$ cat config.mk
export PLATFORM = sky130hd
export DESIGN_NAME = ccdfe_top
export DESIGN_NICKNAME = d
export VERILOG_FILES = /design/src/ccdfe_pkg.sv /design/src/ccdfe_top.sv
export SDC_FILE = /design/constraint.sdc
export NUM_CORES = 1
export LEC_CHECK = 0
export ABC_AREA = 1
export BUFFER_PORTS_ARGS = -buffer_cell sky130_fd_sc_hd__buf_2
export CAP_MARGIN = 20
export CORE_ASPECT_RATIO = 1.75
export CORE_MARGIN = 2
export CORE_UTILIZATION = 35
export CTS_BUF_LIST = sky130_fd_sc_hd__clkbuf_4
export DETAILED_ROUTE_END_ITERATION = 10
export SETUP_SLACK_MARGIN = 0.4
export SYNTH_ARGS = -nofsm -noshare
export SYNTH_HDL_FRONTEND = slang
export SYNTH_SLANG_ARGS = --single-unit
$ cat constraint.sdc
create_clock -name REF_CLK -period 13.5 [get_ports REF_CLK]
set_input_delay 0.675 -clock REF_CLK [delete_from_list [all_inputs] [get_ports REF_CLK]]
set_output_delay 0.675 -clock REF_CLK [all_outputs]
set_load 0.1 [all_outputs]
$ cat src/ccdfe_pkg.sv
// Shared constants and carrier types for the camera front-end control block
package ccdfe_pkg;
  // ----------------------------------------------------------------
  // Widths and serial word layout
  // ----------------------------------------------------------------
  localparam int CCDFE_CODE_W   = 10;
  localparam int CCDFE_WORD_W   = 12;
  localparam int CCDFE_START_B  = 11; // Start bit, value ignored
  localparam int CCDFE_TARGET_B = 10; // Low: gain, high: general purpose
  localparam int CCDFE_MV_W     = 12;
  localparam int CCDFE_OFS_W    = 8;
  localparam int CCDFE_SUM_W    = 12;
  localparam int CCDFE_PROD_W   = 22;

  // ----------------------------------------------------------------
  // Reset values and analogue scale
  // ----------------------------------------------------------------
  localparam logic [CCDFE_CODE_W-1:0] CCDFE_CODE_RST = 10'h000;
  localparam logic [CCDFE_WORD_W-1:0] CCDFE_WORD_RST = 12'h000;
  localparam logic [CCDFE_OFS_W-1:0]  CCDFE_OFS_RST  = 8'h00;
  localparam logic [CCDFE_OFS_W-1:0]  CCDFE_OFS_ONE  = 8'h01;
  localparam logic [CCDFE_OFS_W-1:0]  CCDFE_OFS_MAX  = 8'h7F;
  localparam logic [CCDFE_OFS_W-1:0]  CCDFE_OFS_MIN  = 8'h80;
  localparam logic [CCDFE_MV_W-1:0]   CCDFE_MV_TOP   = 12'h960; // 2400 mV at code zero
  localparam logic [CCDFE_PROD_W-1:0] CCDFE_MV_SPAN  = 22'h000834; // 2400 - 300 mV
  localparam logic [CCDFE_PROD_W-1:0] CCDFE_CODE_TOP = 22'h0003FF;
  localparam logic [CCDFE_SUM_W-1:0]  CCDFE_SUM_TOP  = 12'h3FF;
  localparam logic [CCDFE_SUM_W-1:0]  CCDFE_BLACK    = 12'h020; // -FS + 32 LSB

  // ----------------------------------------------------------------
  // Carriers and states
  // ----------------------------------------------------------------
  // Pins from outside the clock domain; strobes already turned active high
  typedef struct packed {
    logic sdata;
    logic sclk;
    logic wstrobe;
    logic ref_smp;
    logic dat_smp;
    logic dummy;
    logic black;
    logic latch;
    logic pdown;
  } ccdfe_pins_t;

  // Serial clock phase, Gray along idle -> high -> idle
  typedef enum logic [1:0] {
    CCDFE_SER_LOW  = 2'b00,
    CCDFE_SER_HIGH = 2'b01
  } ccdfe_ser_t;
endpackage

$ cat src/ccdfe_top.sv
// Serial converter registers, pixel strobe decoding and output latch of the front-end
`timescale 1ns/1ns
module ccdfe_top
  import ccdfe_pkg::*;
#(
  parameter int CODE_W = CCDFE_CODE_W
) (
  input  wire logic              REF_CLK,
  input  wire logic              RST_B,
  input  wire logic              REG_RESET_B,
  input  wire logic              SERIAL_DATA_IN,
  input  wire logic              SERIAL_CLOCK,
  input  wire logic              WRITE_STROBE,
  input  wire logic              REF_SAMPLE_STROBE_B,
  input  wire logic              DATA_SAMPLE_STROBE_B,
  input  wire logic              DUMMY_CLAMP_STROBE_B,
  input  wire logic              OPTICAL_BLACK_STROBE_B,
  input  wire logic              OUTPUT_LATCH_CLOCK,
  input  wire logic              POWER_DOWN_INPUT,
  input  wire logic [CODE_W-1:0] CONV_RAW,
  output logic [CODE_W-1:0]      GAIN_CONTROL_CONVERTER,
  output logic [CODE_W-1:0]      GENERAL_PURPOSE_CONVERTER,
  output logic [CCDFE_MV_W-1:0]  GAIN_LEVEL_MV,
  output logic [CCDFE_MV_W-1:0]  GP_LEVEL_MV,
  output logic                   REF_HOLD,
  output logic                   DATA_HOLD,
  output logic                   RESAMPLE_HOLD,
  output logic                   INPUT_CLAMP,
  output logic                   AUTOZERO_ACTIVE,
  output logic                   BLACK_LOOP_ACTIVE,
  output logic                   ADC_CONVERT,
  output logic [CODE_W-1:0]      DATA_OUT,
  output logic                   POWER_SAVE
);

  // ----------------------------------------------------------------
  // Helpers
  // ----------------------------------------------------------------
  // Inverted code to output level in millivolts
  function automatic logic [CCDFE_MV_W-1:0] code_to_mv(input logic [CODE_W-1:0] code);
    logic [CCDFE_PROD_W-1:0] prod;
    prod = CCDFE_PROD_W'(code) * CCDFE_MV_SPAN;
    return CCDFE_MV_TOP - CCDFE_MV_W'(prod / CCDFE_CODE_TOP);
  endfunction

  // ----------------------------------------------------------------
  // Pin synchronisers
  // ----------------------------------------------------------------
  ccdfe_pins_t pins_raw;
  ccdfe_pins_t pins_s1;
  ccdfe_pins_t pins_s2;
  ccdfe_pins_t pins_d;
  logic        reg_rst_b;

  // Register reset joins the system reset as a pure reset net
  assign reg_rst_b = RST_B & REG_RESET_B;

  // Active-low strobes are flipped here so the rest reads active high
  assign pins_raw = '{sdata:   SERIAL_DATA_IN,
                      sclk:    SERIAL_CLOCK,
                      wstrobe: WRITE_STROBE,
                      ref_smp: ~REF_SAMPLE_STROBE_B,
                      dat_smp: ~DATA_SAMPLE_STROBE_B,
                      dummy:   ~DUMMY_CLAMP_STROBE_B,
                      black:   ~OPTICAL_BLACK_STROBE_B,
                      latch:   OUTPUT_LATCH_CLOCK,
                      pdown:   POWER_DOWN_INPUT};

  // Two stages, then one more for edge finding; data and clock share
  // the same delay, so their alignment at the pins is preserved
  always_ff @(posedge REF_CLK or negedge RST_B) begin
    if (!RST_B) begin
      pins_s1 <= '0;
      pins_s2 <= '0;
      pins_d  <= '0;
    end else begin
      pins_s1 <= pins_raw;
      pins_s2 <= pins_s1;
      pins_d  <= pins_s2;
    end
  end

  logic ws_rise;
  logic dat_rise;
  logic ref_rise;
  logic latch_rise;

  assign ws_rise    = pins_s2.wstrobe & ~pins_d.wstrobe;
  assign dat_rise   = pins_s2.dat_smp & ~pins_d.dat_smp;
  assign ref_rise   = pins_s2.ref_smp & ~pins_d.ref_smp;
  assign latch_rise = pins_s2.latch & ~pins_d.latch;

  // ----------------------------------------------------------------
  // Serial shift register
  // ----------------------------------------------------------------
  ccdfe_ser_t              ser_state;
  logic                    master;
  logic [CCDFE_WORD_W-1:0] shift;
  logic                    ser_rise;
  logic                    ser_fall;

  assign ser_rise = (ser_state == CCDFE_SER_LOW) & pins_s2.sclk;
  assign ser_fall = (ser_state == CCDFE_SER_HIGH) & ~pins_s2.sclk;

  // Phase tracker; a clock parked high simply holds the master
  always_ff @(posedge REF_CLK or negedge reg_rst_b) begin
    if (!reg_rst_b) begin
      ser_state <= CCDFE_SER_LOW;
    end else begin
      case (ser_state)
        CCDFE_SER_LOW:  if (ser_rise) ser_state <= CCDFE_SER_HIGH;
        CCDFE_SER_HIGH: if (ser_fall) ser_state <= CCDFE_SER_LOW;
        default:        ser_state <= CCDFE_SER_LOW;
      endcase
    end
  end

  // Master stage captures on the rising edge
  always_ff @(posedge REF_CLK or negedge reg_rst_b) begin
    if (!reg_rst_b) begin
      master <= 1'b0;
    end else if (ser_rise) begin
      master <= pins_s2.sdata;
    end
  end

  // Slave stage moves on the falling edge; oldest bit falls off the top
  always_ff @(posedge REF_CLK or negedge reg_rst_b) begin
    if (!reg_rst_b) begin
      shift <= CCDFE_WORD_RST;
    end else if (ser_fall) begin
      shift <= {shift[CCDFE_WORD_W-2:0], master};
    end
  end

  // ----------------------------------------------------------------
  // Converter registers
  // ----------------------------------------------------------------
  // Start bit shift[11] is never read
  always_ff @(posedge REF_CLK or negedge reg_rst_b) begin
    if (!reg_rst_b) begin
      GAIN_CONTROL_CONVERTER    <= CCDFE_CODE_RST;
      GENERAL_PURPOSE_CONVERTER <= CCDFE_CODE_RST;
    end else if (ws_rise) begin
      if (shift[CCDFE_TARGET_B]) begin
        GENERAL_PURPOSE_CONVERTER <= shift[CODE_W-1:0];
      end else begin
        GAIN_CONTROL_CONVERTER    <= shift[CODE_W-1:0];
      end
    end
  end

  // Levels; reset leaves both at the top, i.e. maximum gain
  always_ff @(posedge REF_CLK or negedge RST_B) begin
    if (!RST_B) begin
      GAIN_LEVEL_MV <= CCDFE_MV_TOP;
      GP_LEVEL_MV   <= CCDFE_MV_TOP;
    end else begin
      GAIN_LEVEL_MV <= code_to_mv(GAIN_CONTROL_CONVERTER);
      GP_LEVEL_MV   <= code_to_mv(GENERAL_PURPOSE_CONVERTER);
    end
  end

  // ----------------------------------------------------------------
  // Pixel and line strobes
  // ----------------------------------------------------------------
  // Hold pulses last one cycle per strobe assertion
  always_ff @(posedge REF_CLK or negedge RST_B) begin
    if (!RST_B) begin
      REF_HOLD          <= 1'b0;
      DATA_HOLD         <= 1'b0;
      RESAMPLE_HOLD     <= 1'b0;
      INPUT_CLAMP       <= 1'b0;
      AUTOZERO_ACTIVE   <= 1'b0;
      BLACK_LOOP_ACTIVE <= 1'b0;
    end else begin
      REF_HOLD          <= ref_rise;
      DATA_HOLD         <= dat_rise;
      RESAMPLE_HOLD     <= dat_rise;
      INPUT_CLAMP       <= pins_s2.dummy & pins_s2.ref_smp;
      AUTOZERO_ACTIVE   <= pins_s2.dummy;
      BLACK_LOOP_ACTIVE <= pins_s2.black;
    end
  end

  // ----------------------------------------------------------------
  // Black-level loop and conversion path
  // ----------------------------------------------------------------
  logic [CCDFE_OFS_W-1:0]  offset;
  logic [CCDFE_SUM_W-1:0]  sum;
  logic [CODE_W-1:0]       corrected;
  logic [CODE_W-1:0]       conv_word;

  // Signed offset added to the raw code, result clamped to code range
  always_comb begin
    sum = CCDFE_SUM_W'(CONV_RAW) + {{(CCDFE_SUM_W-CCDFE_OFS_W){offset[CCDFE_OFS_W-1]}}, offset};
    if (sum[CCDFE_SUM_W-1]) begin
      corrected = '0;
    end else if (sum > CCDFE_SUM_TOP) begin
      corrected = '1;
    end else begin
      corrected = sum[CODE_W-1:0];
    end
  end

  // One step per pixel while the black strobe is active; a slow loop
  // by design so that noise on one pixel barely moves the level
  always_ff @(posedge REF_CLK or negedge RST_B) begin
    if (!RST_B) begin
      offset <= CCDFE_OFS_RST;
    end else if (pins_s2.black && dat_rise) begin
      if (CCDFE_SUM_W'(corrected) > CCDFE_BLACK && offset != CCDFE_OFS_MIN) begin
        offset <= offset - CCDFE_OFS_ONE;
      end else if (CCDFE_SUM_W'(corrected) < CCDFE_BLACK && offset != CCDFE_OFS_MAX) begin
        offset <= offset + CCDFE_OFS_ONE;
      end
    end
  end

  // Conversion taken on the data strobe, handed out on the latch clock
  always_ff @(posedge REF_CLK or negedge RST_B) begin
    if (!RST_B) begin
      conv_word   <= CCDFE_CODE_RST;
      ADC_CONVERT <= 1'b0;
    end else begin
      ADC_CONVERT <= dat_rise;
      if (dat_rise) begin
        conv_word <= corrected;
      end
    end
  end

  // Output latch; power-down overrides every cycle
  always_ff @(posedge REF_CLK or negedge RST_B) begin
    if (!RST_B) begin
      DATA_OUT   <= CCDFE_CODE_RST;
      POWER_SAVE <= 1'b0;
    end else begin
      POWER_SAVE <= pins_s2.pdown;
      if (pins_s2.pdown) begin
        DATA_OUT <= CCDFE_CODE_RST;
      end else if (latch_rise) begin
        DATA_OUT <= conv_word;
      end
    end
  end

  // ----------------------------------------------------------------
  // Assertions
  // ----------------------------------------------------------------
  a_master_rise: assert property (@(posedge REF_CLK) disable iff (!reg_rst_b)
    ser_rise |=> master == $past(pins_s2.sdata))
    else $error("Master missed data on rise");

  a_shift_fall: assert property (@(posedge REF_CLK) disable iff (!reg_rst_b)
    ser_fall |=> shift == {$past(shift[CCDFE_WORD_W-2:0]), $past(master)})
    else $error("Shift wrong on fall");

  a_shift_hold: assert property (@(posedge REF_CLK) disable iff (!reg_rst_b)
    !ser_fall |=> $stable(shift))
    else $error("Shift moved without fall");

  a_write_gain: assert property (@(posedge REF_CLK) disable iff (!reg_rst_b)
    ws_rise && !shift[CCDFE_TARGET_B] |=> GAIN_CONTROL_CONVERTER == $past(shift[CODE_W-1:0])
      && $stable(GENERAL_PURPOSE_CONVERTER))
    else $error("Gain write wrong");

  a_write_gp: assert property (@(posedge REF_CLK) disable iff (!reg_rst_b)
    ws_rise && shift[CCDFE_TARGET_B] |=> GENERAL_PURPOSE_CONVERTER == $past(shift[CODE_W-1:0])
      && $stable(GAIN_CONTROL_CONVERTER))
    else $error("General purpose write wrong");

  a_reg_reset: assert property (@(posedge REF_CLK) disable iff (!RST_B)
    !REG_RESET_B |-> GAIN_CONTROL_CONVERTER == CCDFE_CODE_RST
      && GENERAL_PURPOSE_CONVERTER == CCDFE_CODE_RST && shift == CCDFE_WORD_RST)
    else $error("Register reset did not clear");

  a_level_top: assert property (@(posedge REF_CLK) disable iff (!RST_B)
    GAIN_CONTROL_CONVERTER == CCDFE_CODE_RST |=> GAIN_LEVEL_MV == CCDFE_MV_TOP)
    else $error("Code zero not at top level");

  a_clamp_pair: assert property (@(posedge REF_CLK) disable iff (!RST_B)
    INPUT_CLAMP |-> $past(pins_s2.dummy) && $past(pins_s2.ref_smp))
    else $error("Clamp without both strobes");

  a_hold_pulse: assert property (@(posedge REF_CLK) disable iff (!RST_B)
    dat_rise |=> DATA_HOLD && RESAMPLE_HOLD ##1 !DATA_HOLD)
    else $error("Data hold pulse wrong");

  a_black_step: assert property (@(posedge REF_CLK) disable iff (!RST_B)
    pins_s2.black && dat_rise && CCDFE_SUM_W'(corrected) < CCDFE_BLACK
      && offset != CCDFE_OFS_MAX |=> offset == $past(offset) + CCDFE_OFS_ONE)
    else $error("Black loop did not step up");

  a_latch_out: assert property (@(posedge REF_CLK) disable iff (!RST_B)
    latch_rise && !pins_s2.pdown |=> DATA_OUT == $past(conv_word))
    else $error("Latch clock did not present word");

  a_pd_zero: assert property (@(posedge REF_CLK) disable iff (!RST_B)
    pins_s2.pdown |=> DATA_OUT == CCDFE_CODE_RST && POWER_SAVE)
    else $error("Power-down output not zero");

endmodule // ccdfe_top

### After elaboration in Yosys (flattened, before gate mapping)

Index checks and enable logic that the tools add are counted.

| storage, ports and cells | value |
|---|---|
| word-level logic and storage cells | 92 |
| output and inout port bits | 62 |
| flip-flop bits (word level) | 114 |
| bits of input ports | 22 |

| operators by class | value |
|---|---|
| $mul | 2 |
| bitwise operators | 18 |
| div/mod/pow operators | 2 |
| equality and inequality tests | 5 |
| multiplexer cells | 9 |
| add/sub/neg operators | 5 |
| reductions and logical operators | 10 |
| order comparisons | 3 |

Operators by type and width:

| operator | count |
|---|---|
| 22-bit by 10-bit divider with 22-bit output (second input constant) | 2 |
| 10-bit by 10-bit multiplier with 20-bit output (second input constant) | 2 |
| 10-bit 2-to-1 mux | 4 |
| 12-bit subtractor (first input constant) | 2 |
| 8-bit 2-to-1 mux | 2 |
| 11-bit by 8-bit adder with 12-bit output | 1 |
| 12-bit by 10-bit greater-than comparator with 1-bit output (second input constant) | 1 |
| 10-bit by 6-bit greater-than comparator with 1-bit output (second input constant) | 1 |
| 10-bit by 6-bit < comparator with 1-bit output (second input constant) | 1 |
| 1-bit inverter | 10 |
| 8-bit by 1-bit adder with 8-bit output (second input constant) | 1 |
| 1-bit AND | 8 |
| 8-bit by 7-bit != test with 1-bit output (second input constant) | 1 |
| 8-bit != test (second input constant) | 1 |
| 2-bit AND reduction | 4 |
| 8-bit by 1-bit subtractor with 8-bit output (second input constant) | 1 |
| 2-bit 2-to-1 mux | 2 |
| 2-bit != test (second input constant) | 2 |
| 2-bit one-hot mux with 2 select lines | 1 |
| 2-bit nonzero test | 2 |
| 1-bit logical AND | 3 |
| 2-bit by 1-bit equality test with 1-bit output (second input constant) | 1 |
| 2-bit logical NOT | 1 |

### Logic depth before layout (Yosys ltp)

| logic depth | value |
|---|---|
| depth after elaboration | 8 |
| gate-level depth with buffers | 110 |
| gate-level depth less buffers | 105 |

### Least setup slack after synthesis

No wires, ideal clock.

| timing path | value |
|---|---|
| path kind | reg2reg |
| from | register GENERAL_PURPOSE_CONVERTER[8] |
| to | register GP_LEVEL_MV[10] |
| setup time | 0.079 ns |
| slack | 1.080 ns |
| stages on the path, launching flop included | 96 |
| path buffers | 8 |
| arrival time | 12.341 ns |
| data required time | 13.421 ns |
| clock period less this slack | 12.420 ns |
| cell sequence | dfrtp_1 inv_1 ha_1 inv_1 ha_1 ha_1 fa_1 ha_1 ha_1 a21oi_1 o21ai_1 a221oi_1 nand3_1 nand2_1 nand2_1 nor2_1 nand2_4 nand3_1 (+60 left out) nor2_1 o21ai_2 nand2_1 nand2_1 ha_1 nand2_1 nand4_1 nand2_2 nand2_2 inv_2 ha_1 inv_1 nor2_2 nand2_1 nand2_1 inv_2 o21ai_1 xor2_1 |

| between the ends | value |
|---|---|
| word-level cells in the longest chain between the ends | 3 |

RTL lines:

| item | line | text |
|---|---|---|
| start: declaration | ccdfe_top.sv:22 | `output logic [CODE_W-1:0] GENERAL_PURPOSE_CONVERTER,` |
| start signal: assignment | ccdfe_top.sv:146 | `GENERAL_PURPOSE_CONVERTER <= shift[CODE_W-1:0];` |
| 10-bit by 10-bit multiplier with 20-bit output | ccdfe_top.sv:42 | `prod = CCDFE_PROD_W'(code) * CCDFE_MV_SPAN;` |
| 22-bit by 10-bit divider with 22-bit output | ccdfe_top.sv:43 | `return CCDFE_MV_TOP - CCDFE_MV_W'(prod / CCDFE_CODE_TOP);` |
| 12-bit subtractor | ccdfe_top.sv:43 |  |
| end signal: assignment | ccdfe_top.sv:160 | `GP_LEVEL_MV <= code_to_mv(GENERAL_PURPOSE_CONVERTER);` |
| end: declaration | ccdfe_top.sv:24 | `output logic [CCDFE_MV_W-1:0] GP_LEVEL_MV,` |

Every way passes these cells.
A chain may end at the register's enable or synchronous reset.

### Final worst setup path

| timing path | value |
|---|---|
| from | register GAIN_CONTROL_CONVERTER[6] |
| to | register GAIN_LEVEL_MV[10] |

| between the ends | value |
|---|---|
| word-level cells in the longest chain between the ends | 3 |

RTL lines:

| item | line | text |
|---|---|---|
| start: declaration | ccdfe_top.sv:21 | `output logic [CODE_W-1:0] GAIN_CONTROL_CONVERTER,` |
| start signal: assignment | ccdfe_top.sv:148 | `GAIN_CONTROL_CONVERTER <= shift[CODE_W-1:0];` |
| 10-bit by 10-bit multiplier with 20-bit output | ccdfe_top.sv:42 |  |
| 22-bit by 10-bit divider with 22-bit output | ccdfe_top.sv:43 |  |
| 12-bit subtractor | ccdfe_top.sv:43 |  |
| end signal: assignment | ccdfe_top.sv:159 | `GAIN_LEVEL_MV <= code_to_mv(GAIN_CONTROL_CONVERTER);` |
| end: declaration | ccdfe_top.sv:23 | `output logic [CCDFE_MV_W-1:0] GAIN_LEVEL_MV,` |

Every way passes these cells.

==> impl_results.md <==
- Setup Skew: 0.0289 ns
- Upper clock frequency limit: 0.0805 GHz
- CTS Buffer Depth: 2
- Cell variety after synth: 63
- Initial core utilization: 0.354
- Crit path max fanout: 10
- Clk_lat worst skew: 0.58 ns
- Post-synthesis mux area share: 0.000631
- Post-Route WL: 59900 µm
- Post-Syn Area: 17800 µm²
- Hpwl dp: 47400 µm
- Final worst-path cycle share: 0.920
- PortBufs: 83
- Sequential area share after synthesis: 0.159
- Chip Width: 175 µm
- CTS Root Buffer Type: clkbuf_4
- Clock-pin slew on the worst setup and hold paths: 0.13 ns
- Final hold vios: 0
- Vias: 20531
- Worst hold-check path type: in -> async
- # setup viols final: 0
- Vias in the first global route: 19643
- Largest stage delay, worst path: 0.49 ns
- Clock tree sinks: 113
- Syn Area/Cell: 6.08 µm²
- IO Pins: 84
- Unrepaired setup endpoints after global routing: false
- Worst Tran Pin Value: 0.709 ns
- Cell type with the largest total area after synthesis: nand2_1
- Share of layout cells above drive strength 1: 0.341
- Finished Core Util: 0.482
- Finished Layout Cells: 4144
- Cell row count: 109
- #FFs+latches synth: 113
- Mapped Cells: 2933
- Core footprint: 50500 µm²
- Post-Synth Simple-Gate Area: 0.487
- Worst slew margin: 0.528
- Detail Route Antenna Nets: 0
- DR vias/cell: 4.95
- DRT Pass-1 Iters: 7
- Cell count after placement: 3987
- Largest net degree at the start of global routing: 54
- Warnings from Yosys: 0
- Setup TNS: 0 ns
- GR Overflow Total: 0
- CP startpoint kind: flip-flop
- Most frequent cells in the layout: nand2_1, buf_4, inv_1
- Result of the run: complete, no violations
- Fillers: 5302
- Critical path type: reg -> reg
- Nets: 3633
- Compound-gate portion of the synthesized area: 0.0745
- Area contributors post-synth: nand2_1, dfrtp_1, ha_1, nand3_1, inv_1
- CTS tree: done
- Commonest non-fill, non-tap cell in the layout: nand2_1
- Max Cap Viol: 0
- CP max stage cell: fa_1
- Endpoint type of the worst setup path: flip-flop
- Cell mode on critical path: nand2_2
- Routed len/inst: 14.4 µm
- Die span in y: 303 µm
- Initial antenna violation count: 1
- EDFF count, synth: 0
- RePlAce Congestion: 0.953
- Syn-to-layout area delta: 36.4%
- Pins over their slew limit: 0
- Data required, critical path: 14.00 ns
- Post-Synth XOR/XNOR Area: 0.0611
- CTS Buf Count: 17
- H-tree depth reported by CTS: 4
- Post-Synth Adder-Cell Area: 0.111
- First-pass GRT wire length: 91600 µm
- Largest family of logic cells by synthesized area: simple AND/OR/NAND/NOR gates
- Post-route DRC: 0
- Syn Nets: 3102
- Critical path arrival: 12.92 ns
- Final min period: 12.42 ns
- Total track usage: 0.214
- Main synth FF type: dfrtp_1
- Post-synth top area share: 0.207
- Die area: 52900 µm²
- Async SR Flop Fraction: 1.00
- DR iter-0 viols: 831
## per-layer routing
metal  vias to the layer above  GRT usage  routed length [µm]
met2                       392      0.455               34600
met4                         0      0.110                2990
met1                      9566      0.196               21000
li1                      10386          -                   -
met3                       187     0.0170                1300
met5                         -          0                   0
## kinds of logic after synthesis
kind of cell | after synthesis
buffers and inverters | 444
flip-flops | 113
AND/OR/NAND/NOR | 1879
multiplexers | 1
adder cells (fa/ha/maj) | 147
AO/OA/AOI/OAI | 227
XOR/XNOR | 122
## worst max-delay path, delay by kind of cell (launching register included)
kind                     cells  cell delay (ns)
buffers and inverters       20             2.34
AND/OR/NAND/NOR             63             6.54
AO/OA/AOI/OAI                3             0.54
adder cells (fa/ha/maj)      7             2.04
XOR/XNOR                     2             0.35
flip-flops                   1             0.48
## flip-flops by register name, indices dropped and copies added, names as in the netlist, 4 cells and up
name	cells
GAIN_LEVEL_MV	12
conv_word	10
pins_s1	9
GENERAL_PURPOSE_CONVERTER	10
offset	8
shift	11
GAIN_CONTROL_CONVERTER	10
pins_d	4
DATA_OUT	10
GP_LEVEL_MV	12
pins_s2	9
## layout make-up
| type | count | area (µm²) | share of cell area |
|---|---|---|---|
| Inverter | 404 | 1540 | 0.0631 |
| Tap cell | 666 | 833 | 0.0342 |
| Sequential cell | 113 | 2850 | 0.117 |
| Timing Repair Buffer | 534 | 3970 | 0.163 |
| Clock inverter | 14 | 179 | 0.00735 |
| Multi-Input combinational cell | 2394 | 14800 | 0.610 |
| Antenna cell | 1 | 2.50 | 0.000103 |
| Clock buffer | 18 | 135 | 0.00555 |
## metrics by stage
stage | worst slack, ns | instance area, µm² | hold WS, ns
floorplan | 1.08 | 17800 | 0.331
global placement | 0.168 | 21300 | 0.332
detailed placement | 0.0781 | 21300 | 0.336
CTS | 0.405 | 21800 | 0.0713
global route | 0.248 | 24300 | 0.108
finish | 1.08 | 24300 | 0.116
## synth_stat cells (20+ instances only)
library cell	number
nand2_1	986
nor3_1	26
inv_2	60
nor2_4	26
o21ai_0	94
xor2_1	91
nor2_2	29
nand2_4	21
ha_1	127
xnor2_1	28
nand4_1	50
a21oi_1	64
nand3_1	310
nand2_2	94
nor2_1	270
fa_1	20
dfrtp_1	105
inv_1	336
## what timing repair did
action,CTS,global route
gates resized for setup,21,401
setup buffers,8,97
gates cloned,0,19
hold endpoints to repair,0,0
hold buffers,0,0
endpoints found under the setup margin,8,24
pin swaps,4,159
## path summary, 6_finish.rpt
path                                            from                      endpoint  depth (start not counted)  slack (ns)
max in group asynchronous                      RST_B  GENERAL_PURPOSE_CONVERTER[8]                          5       11.84
min reg2reg                               pins_s1[2]                    pins_s2[2]                          0        0.34
max                        GAIN_CONTROL_CONVERTER[6]             GAIN_LEVEL_MV[10]                         95        1.08
max reg2reg                GAIN_CONTROL_CONVERTER[6]             GAIN_LEVEL_MV[10]                         95        1.08
min in group REF_CLK              OUTPUT_LATCH_CLOCK                    pins_s1[1]                          1        0.21
min                                            RST_B             BLACK_LOOP_ACTIVE                          1        0.12
Power is left out: the tool's default activity adds up to more than one toggle a clock period on the data nets, which glitch-free logic cannot reach.
